**config.mk**
```make
export PLATFORM = sky130hd
export DESIGN_NAME = cpu_error_interrupt_sideband
export DESIGN_NICKNAME = d
export VERILOG_FILES = /design/src/sideband_pkg.sv /design/src/cpu_error_interrupt_sideband.sv
export SDC_FILE = /design/constraint.sdc
export NUM_CORES = 1
export LEC_CHECK = 0
export ABC_AREA = 1
export ABC_CLOCK_PERIOD_IN_PS = 1000
export BUFFER_PORTS_ARGS = -buffer_cell sky130_fd_sc_hd__buf_4
export CORE_MARGIN = 10
export CORE_UTILIZATION = 30
export DETAILED_ROUTE_END_ITERATION = 8
export SLEW_MARGIN = 40
export SYNTH_ARGS = -nofsm -noshare
export SYNTH_HDL_FRONTEND = slang
export SYNTH_SLANG_ARGS = --single-unit
```
**constraint.sdc**
```tcl
create_clock -name sys_clk -period 1 [get_ports sys_clk]
set_input_delay 0.2 -clock sys_clk [delete_from_list [all_inputs] [get_ports sys_clk]]
set_output_delay 0.2 -clock sys_clk [all_outputs]
set_load 0.01 [all_outputs]
```
**src/sideband_pkg.sv**
```systemverilog
// constants shared by the processor sideband error and interrupt logic
package sideband_pkg;
  localparam int unsigned SYNC_STAGES = 2;
  localparam int unsigned RESET_RELEASE_CLKS = 2;
  // idle pin levels held by the synchroniser in reset: {stop, lint1, lint0, init, ignore}
  localparam logic [4:0] SYNC_IDLE = 5'h13;
  // register indices on the plain register port (word addresses)
  localparam logic [3:0] OFS_CTRL = 4'h0;
  localparam logic [3:0] OFS_STATUS = 4'h1;
  localparam logic [3:0] OFS_MASK = 4'h2;
  localparam logic [3:0] OFS_PINS = 4'h3;
  // control register fields
  localparam int unsigned CTRL_NE_BIT = 0;
  localparam int unsigned CTRL_LIC_EN_BIT = 1;
  localparam int unsigned CTRL_HALT_TO_NMI_BIT = 2;
  localparam logic [31:0] CTRL_RESET = 32'h0000_0002;
  // status / mask fields
  localparam int unsigned EV_FP_FAULT = 0;
  localparam int unsigned EV_BREAK = 1;
  localparam int unsigned EV_INTERNAL = 2;
  localparam int unsigned EV_SOFT_INIT = 3;
  localparam int unsigned EV_FP_EXC = 4;
  localparam int unsigned EV_BITS = 5;
  localparam logic [4:0] MASK_RESET = 5'h00;
endpackage

```
**src/cpu_error_interrupt_sideband.sv**
```systemverilog
// sideband error, soft-init and local interrupt pin logic of the processor
module cpu_error_interrupt_sideband (
  input wire logic sys_clk,
  input wire logic rst_n,
  input wire logic [3:0] reg_addr,
  input wire logic [31:0] reg_wdata,
  input wire logic reg_wr,
  input wire logic reg_rd,
  output logic [31:0] reg_rdata,
  input wire logic stop_clock_request_n,
  input wire logic fp_fault_event,
  input wire logic fp_fault_masked,
  input wire logic break_event,
  input wire logic break_serviced,
  input wire logic fp_noncontrol_issue,
  input wire logic internal_error_event,
  input wire logic ignore_numeric_fault_in_n,
  input wire logic soft_init_n,
  input wire logic [1:0] local_irq_pins,
  input wire logic snoop_hit_in_n,
  input wire logic snoop_modified_flag_in_n,
  input wire logic snoop_busy,
  output logic fp_fault_break_pending_out_n,
  output logic internal_fault_out_n,
  output logic snoop_hit_out_oe_n,
  output logic snoop_modified_flag_out_oe_n,
  output logic snoop_stall_seen,
  output logic halt_transaction,
  output logic fp_exception,
  output logic integer_reset,
  output logic soft_init_active,
  output logic [1:0] local_irq_lines,
  output logic maskable_irq_request,
  output logic nonmaskable_irq_request,
  output logic irq
);
  // async inputs, packed for one synchroniser generate
  logic [4:0] async_in;
  logic [4:0] sync_q1;
  logic [4:0] sync_q2;
  assign async_in = {stop_clock_request_n, local_irq_pins, soft_init_n, ignore_numeric_fault_in_n};

  genvar gi;
  generate
    for (gi = 0; gi < 5; gi++) begin : g_sync
      always_ff @(posedge sys_clk or negedge rst_n) begin
        if (!rst_n) begin
          // reset to the idle pin level so no false assertion follows reset
          sync_q1[gi] <= sideband_pkg::SYNC_IDLE[gi];
          sync_q2[gi] <= sideband_pkg::SYNC_IDLE[gi];
        end else begin
          sync_q1[gi] <= async_in[gi];
          sync_q2[gi] <= sync_q1[gi];
        end
      end
    end
  endgenerate

  logic ignore_numeric_act;
  logic init_act;
  logic [1:0] lint_sync;
  logic stop_clk_act;
  assign ignore_numeric_act = !sync_q2[0];
  assign init_act = !sync_q2[1];
  assign lint_sync = sync_q2[3:2];
  assign stop_clk_act = !sync_q2[4];

  logic [31:0] ctrl;
  logic [sideband_pkg::EV_BITS-1:0] status;
  logic [sideband_pkg::EV_BITS-1:0] mask;
  logic wr_ctrl;
  logic wr_status;
  logic wr_mask;
  assign wr_ctrl = reg_wr && reg_addr == sideband_pkg::OFS_CTRL;
  assign wr_status = reg_wr && reg_addr == sideband_pkg::OFS_STATUS;
  assign wr_mask = reg_wr && reg_addr == sideband_pkg::OFS_MASK;

  logic native_ne;
  logic lic_en;
  assign native_ne = ctrl[sideband_pkg::CTRL_NE_BIT];
  assign lic_en = ctrl[sideband_pkg::CTRL_LIC_EN_BIT];

  always_ff @(posedge sys_clk or negedge rst_n) begin
    if (!rst_n) begin
      ctrl <= sideband_pkg::CTRL_RESET;
    end else if (wr_ctrl) begin
      ctrl <= {29'h0000_0000, reg_wdata[2:0]};
    end
  end

  always_ff @(posedge sys_clk or negedge rst_n) begin
    if (!rst_n) begin
      mask <= sideband_pkg::MASK_RESET;
    end else if (wr_mask) begin
      mask <= reg_wdata[sideband_pkg::EV_BITS-1:0];
    end
  end

  // floating-point fault is pending until the registered fp_exception clears it
  logic fp_pending;
  logic break_pending;
  always_ff @(posedge sys_clk or negedge rst_n) begin
    if (!rst_n) begin
      fp_pending <= 1'b0;
    end else if (fp_fault_event && !fp_fault_masked) begin
      fp_pending <= 1'b1;
    end else if (fp_exception) begin
      fp_pending <= 1'b0;
    end
  end

  always_ff @(posedge sys_clk or negedge rst_n) begin
    if (!rst_n) begin
      break_pending <= 1'b0;
    end else if (break_event) begin
      break_pending <= 1'b1;
    end else if (break_serviced || !stop_clk_act) begin
      break_pending <= 1'b0;
    end
  end

  always_ff @(posedge sys_clk or negedge rst_n) begin
    if (!rst_n) begin
      fp_fault_break_pending_out_n <= 1'b1;
    end else if (stop_clk_act) begin
      fp_fault_break_pending_out_n <= !break_pending;
    end else begin
      fp_fault_break_pending_out_n <= !fp_pending;
    end
  end

  // numeric exception on a noncontrol instruction
  logic next_fp_exception;
  always_comb begin
    next_fp_exception = 1'b0;
    if (fp_noncontrol_issue && fp_pending) begin
      if (native_ne) begin
        next_fp_exception = 1'b1;
      end else if (!ignore_numeric_act) begin
        next_fp_exception = 1'b1;
      end
    end
  end
  // with ignore asserted and native bit clear, no exception and pending stays
  always_ff @(posedge sys_clk or negedge rst_n) begin
    if (!rst_n) begin
      fp_exception <= 1'b0;
    end else begin
      fp_exception <= next_fp_exception;
    end
  end

  // internal fault: sticky until hard reset
  always_ff @(posedge sys_clk or negedge rst_n) begin
    if (!rst_n) begin
      internal_fault_out_n <= 1'b1;
    end else if (internal_error_event) begin
      internal_fault_out_n <= 1'b0;
    end
  end

  always_ff @(posedge sys_clk or negedge rst_n) begin
    if (!rst_n) begin
      halt_transaction <= 1'b0;
    end else begin
      halt_transaction <= internal_error_event && internal_fault_out_n;
    end
  end

  // soft init: integer reset pulse at the asserting edge, snoops unaffected
  logic init_prev;
  always_ff @(posedge sys_clk or negedge rst_n) begin
    if (!rst_n) begin
      init_prev <= 1'b0;
      integer_reset <= 1'b0;
      soft_init_active <= 1'b0;
    end else begin
      init_prev <= init_act;
      integer_reset <= init_act && !init_prev;
      soft_init_active <= init_act;
    end
  end

  // snoop stall drive; snoop engine keeps running during soft init
  always_ff @(posedge sys_clk or negedge rst_n) begin
    if (!rst_n) begin
      snoop_hit_out_oe_n <= 1'b1;
      snoop_modified_flag_out_oe_n <= 1'b1;
    end else begin
      snoop_hit_out_oe_n <= !snoop_busy;
      snoop_modified_flag_out_oe_n <= !snoop_busy;
    end
  end

  // stall seen from another agent: both lines low together (sampled twice)
  logic [1:0] snp_q1;
  logic [1:0] snp_q2;
  always_ff @(posedge sys_clk or negedge rst_n) begin
    if (!rst_n) begin
      snp_q1 <= 2'h3;
      snp_q2 <= 2'h3;
      snoop_stall_seen <= 1'b0;
    end else begin
      snp_q1 <= {snoop_hit_in_n, snoop_modified_flag_in_n};
      snp_q2 <= snp_q1;
      snoop_stall_seen <= snp_q2 == 2'h0;
    end
  end

  // local interrupt pin routing
  always_ff @(posedge sys_clk or negedge rst_n) begin
    if (!rst_n) begin
      local_irq_lines <= 2'h0;
      maskable_irq_request <= 1'b0;
      nonmaskable_irq_request <= 1'b0;
    end else if (lic_en) begin
      local_irq_lines <= lint_sync;
      maskable_irq_request <= 1'b0;
      nonmaskable_irq_request <= 1'b0;
    end else begin
      local_irq_lines <= 2'h0;
      maskable_irq_request <= lint_sync[0];
      nonmaskable_irq_request <= lint_sync[1];
    end
  end

  // sticky status, set wins over write-one clear
  logic [sideband_pkg::EV_BITS-1:0] ev_now;
  assign ev_now = {fp_exception, integer_reset, halt_transaction,
    break_event && stop_clk_act, fp_fault_event && !fp_fault_masked};
  always_ff @(posedge sys_clk or negedge rst_n) begin
    if (!rst_n) begin
      status <= '0;
    end else begin
      status <= (status & ~(wr_status ? reg_wdata[sideband_pkg::EV_BITS-1:0] : 5'h00)) | ev_now;
    end
  end

  assign irq = |(status & mask);

  always_ff @(posedge sys_clk or negedge rst_n) begin
    if (!rst_n) begin
      reg_rdata <= 32'h0000_0000;
    end else if (reg_rd) begin
      case (reg_addr)
        sideband_pkg::OFS_CTRL: reg_rdata <= ctrl;
        sideband_pkg::OFS_STATUS: reg_rdata <= {27'h000_0000, status};
        sideband_pkg::OFS_MASK: reg_rdata <= {27'h000_0000, mask};
        sideband_pkg::OFS_PINS: reg_rdata <= {26'h000_0000, lint_sync, init_act, ignore_numeric_act,
          !internal_fault_out_n, stop_clk_act};
        default: reg_rdata <= 32'h0000_0000;
      endcase
    end else begin
      reg_rdata <= 32'h0000_0000;
    end
  end

  property p_fault_sticky;
    @(posedge sys_clk) disable iff (!rst_n)
      !internal_fault_out_n |=> !internal_fault_out_n;
  endproperty
  a_fault_sticky: assert property (p_fault_sticky) else $error("internal fault released");

  property p_fault_set;
    @(posedge sys_clk) disable iff (!rst_n)
      internal_error_event |=> !internal_fault_out_n;
  endproperty
  a_fault_set: assert property (p_fault_set) else $error("internal fault not raised");

  property p_halt;
    @(posedge sys_clk) disable iff (!rst_n)
      $fell(internal_fault_out_n) |-> halt_transaction;
  endproperty
  a_halt: assert property (p_halt) else $error("no halt with internal fault");

  property p_ferr;
    @(posedge sys_clk) disable iff (!rst_n)
      (!stop_clk_act && fp_pending) |=> (stop_clk_act || !fp_fault_break_pending_out_n || !$past(fp_pending));
  endproperty
  a_ferr: assert property (p_ferr) else $error("fp fault not shown");

  property p_pbe;
    @(posedge sys_clk) disable iff (!rst_n)
      (stop_clk_act && break_pending) |=> (!stop_clk_act || !fp_fault_break_pending_out_n);
  endproperty
  a_pbe: assert property (p_pbe) else $error("break not shown");

  property p_ne;
    @(posedge sys_clk) disable iff (!rst_n)
      (fp_noncontrol_issue && fp_pending && native_ne) |=> fp_exception;
  endproperty
  a_ne: assert property (p_ne) else $error("native bit ignored");

  property p_ignore;
    @(posedge sys_clk) disable iff (!rst_n)
      (ignore_numeric_act && !native_ne) |=> !fp_exception;
  endproperty
  a_ignore: assert property (p_ignore) else $error("exception while ignored");

  property p_exc;
    @(posedge sys_clk) disable iff (!rst_n)
      (fp_noncontrol_issue && fp_pending && !ignore_numeric_act) |=> fp_exception;
  endproperty
  a_exc: assert property (p_exc) else $error("exception missing");

  property p_maskable_irq_request;
    @(posedge sys_clk) disable iff (!rst_n)
      !lic_en |=> (maskable_irq_request == $past(lint_sync[0]) && nonmaskable_irq_request == $past(lint_sync[1]));
  endproperty
  a_maskable_irq_request: assert property (p_maskable_irq_request) else $error("fallback routing wrong");

  property p_stall;
    @(posedge sys_clk) disable iff (!rst_n)
      snoop_busy |=> (!snoop_hit_out_oe_n && !snoop_modified_flag_out_oe_n);
  endproperty
  a_stall: assert property (p_stall) else $error("stall lines not together");

endmodule

```
==> flow_metrics.tcl <==
set metrics [dict create \
    outcome "finished with violations" \
    violations "negative setup slack" \
    r2r_slack_ns -0.01 \
    port_buffers 46 \
    h-tree-depth 2 \
    slew_violations 0 \
    hpwl_um 3720 \
    synthAdderAreaFrac_pct 0 \
    avgSynthCellArea_um2 9.67 \
    avgViaCountPerCell 4.01 \
    cts_tree "yes" \
    vias 1469 \
    skew_ns 0.00390 \
    cts_num_sinks 47 \
    cp_cell_sequence "nand2_2 > nand2_2 > a21oi_2 > nand3_2 > buf_6" \
    synth.top_cell.area_share_pct 41.1 \
    final_cells 366 \
    root_buffer "clkbuf_8" \
    synth_edf_count 0 \
    period_minus_slack_ns 1.38 \
    clk_pin_slew_ns 0.08 \
    grt_pass1_wl_um 7460 \
    yosys-top-cells-area "dfrtp_1 (41%), dfstp_2 (18%), buf_4 (10%)" \
    insertion_delay_ns 0.28 \
    drt-total-wl_um 4630 \
    yosys_warnings 0 \
    grt_pass1_vias 1558 \
    synth-main-ff-cell "dfrtp_1" \
    cp_slowest_stage_delay_ns 0.40 \
    die_area_um2 10400 \
    antenna_found_initial 0 \
    synth_top_family_by_area "simple AND/OR/NAND/NOR gates" \
    worstSetupEndpoint "irq" \
    cap_violations 0 \
    rows 29 \
    overflow 0 \
    required_ns 0.80 \
    yosys.area_share.simple_pct 22.0 \
    gp_congestion 0.897 \
    grt_max_degree 21 \
    critPathLaunch "status[1]" \
    fin_ws_ns -0.376 \
    final_layout_size_suffix_gt1_share_pct 40.8 \
    yosysTopAreaCell "dfrtp_1" \
    coreArea_um2 6420 \
    pre_cts_ws_ns -0.138 \
    arrival_ns 1.18 \
    start_util_pct 31.3 \
    syn-cell-area_um2 2010 \
    syn2layout_area_growth_pct 41.3 \
    timing.fmax_mhz 727 \
    die_h_um 102 \
    antennaDiodeCount 0 \
    grt_util_all_layers_pct 9.14 \
    synth_commonest_cells "nand2_1 (51), dfrtp_1 (33), buf_4 (28), nand3_1 (22), inv_1 (20)" \
    synth_most_common_cell "nand2_1" \
    timing.rr.end "reg_rdata[1]" \
    dp.cells 347 \
    path_max_fanout 2 \
    peakVddDrop_v 0.000762 \
    drtAntennaViolNets 0 \
    synth_compound_area_share_pct 3.48 \
    synthArstFlopShare_pct 100 \
    grt_setup_unrepaired "yes" \
    drtIter0Drc 32 \
    firstDrtPassIters 4 \
    cpMaxStageDelayCell "dfrtp_1" \
    fp.dieW_um 102 \
    cts_buffers 5 \
    wl_per_cell_um 12.6 \
    hold_viol_final 0 \
    crit_path_end_kind "output port" \
    nets 343 \
    period_share_pct 138 \
    synthMuxAreaShare_pct 0 \
    p_leak_nw 1.46 \
    power.density_nw_per_um2 1510 \
    drcViolationCount 0 \
    hp-class "input port to register" \
    critPathLaunchType "register" \
    fin_setup_tns_ns -1.03 \
    r2r_cells 5 \
    postSynthCellCount 208 \
    path_class "register to output port" \
    cts_buffer_depth 2 \
    setup_viol 9 \
    whs_ns 0.0345 \
    synth-seq-cells 47 \
    r2r_start "internal_fault_out_n" \
    yosysUniqueCellTypes 19 \
    synthXorXnorAreaFrac_pct 0 \
    crit_top_cell "nand2_2" \
    ys_seq_area_share_pct 59.4 \
    pin_count 100 \
]
-- metrics by stage --
stage / area, um2 / utilization, % / power [mW]
final: 2840 / 44.2 / 4.30
after floorplan: 2100 / - / 2.57
after global placement: 2490 / 38.8 / 2.90
after CTS: 2680 / 41.7 / 4.28
after detailed placement: 2490 / 38.8 / 2.92
after global routing: 2840 / 44.2 / 4.59
-- flip-flops by register name, summed over array words and instances (netlist names) --
signal	flops
reg_rdata	6
mask	5
status	5
sync_q1	5
ctrl	3
sync_q2	3
lint_sync	2
local_irq_lines	2
snp_q1	2
snp_q2	2
break_pending	1
fp_exception	1
fp_fault_break_pending_out_n	1
fp_pending	1
halt_transaction	1
init_prev	1
integer_reset	1
internal_fault_out_n	1
maskable_irq_request	1
nonmaskable_irq_request	1
snoop_modified_flag_out_oe_n	1
snoop_stall_seen	1
-- final cells by class --
class | instances | area [um2]
Fill cell | 639 | 3580
Clock inverter | 1 | 30.0
Clock buffer | 6 | 72.6
Tap cell | 77 | 96.3
Multi-Input combinational cell | 134 | 663
Sequential cell | 47 | 1190
Inverter | 23 | 86.3
Timing Repair Buffer | 78 | 699
-- metal layers --
layer  GRT usage, %  share of wire (%)
met1           10.9                 44
met2           15.0                 46
met3           3.37                8.6
met4           2.93               0.82
met5              0                  0
-- power breakdown --
| part | switching (mW) | internal, mW | total [mW] |
|---|---|---|---|
| combinational | 0.406 | 0.399 | 0.805 |
| clock | 0.570 | 0.733 | 1.30 |
| sequential | 0.100 | 2.10 | 2.20 |
-- layout by cell type (no fill, tap or decap) --
cell type and count:
a21oi_1 1, conb_1 26, nand2_4 1, inv_1 16, buf_6 21, nand2_2 6
clkbuf_1 1, a21oi_2 1, dlygate4sd3_1 9, o21ai_0 8, nand2_1 47, dfrtp_1 33
nor2_2 3, o21ai_1 1, nand3_2 5, bufinv_16 1, buf_4 47, dfstp_2 14
o21bai_1 1, clkinv_1 1, buf_12 1, inv_2 6, clkbuf_8 5, nor2_4 7
o21a_1 1, nor2_1 9, nand3_1 17
-- worst max-delay path: cells and delay by family, from the launching register on --
| family | cells | cell delay, ns |
|---|---|---|
| buffers and inverters | 1 | 0.13 |
| and+or+nand+nor | 3 | 0.25 |
| DFF | 1 | 0.40 |
| AOI/OAI and AO/OA | 1 | 0.12 |
-- logic make-up (layout without fill, tap and decap cells) --
| logic type | Yosys count | after routing |
|---|---|---|
| AOI/OAI and AO/OA | 13 | 13 |
| buffers and inverters | 52 | 108 |
| DFF | 47 | 47 |
| other | 1 | 26 |
| and+or+nand+nor | 95 | 95 |
-- how the worst min path moves through the flow --
stage          cells past startpoint                   end                       from
2_1_floorplan                      0         break_pending                      rst_n
6_report                           2  internal_fault_out_n       internal_error_event
3_3_place_gp                       1    local_irq_lines[0]                      rst_n
3_5_place_dp                       1    local_irq_lines[0]                      rst_n
4_1_cts                            1            sync_q1[0]  ignore_numeric_fault_in_n
5_1_grt                            2  internal_fault_out_n       internal_error_event
-- what timing repair did --
action / CTS / global route
buffers inserted: 2 / 2
hold endpoints to repair: 9 / 8
hold buffers: 1 / 8
resized for setup: 17 / 23
setup endpoints to repair: 15 / 25
pin swaps: 6 / 13
Power figures use the tool's default switching activity.
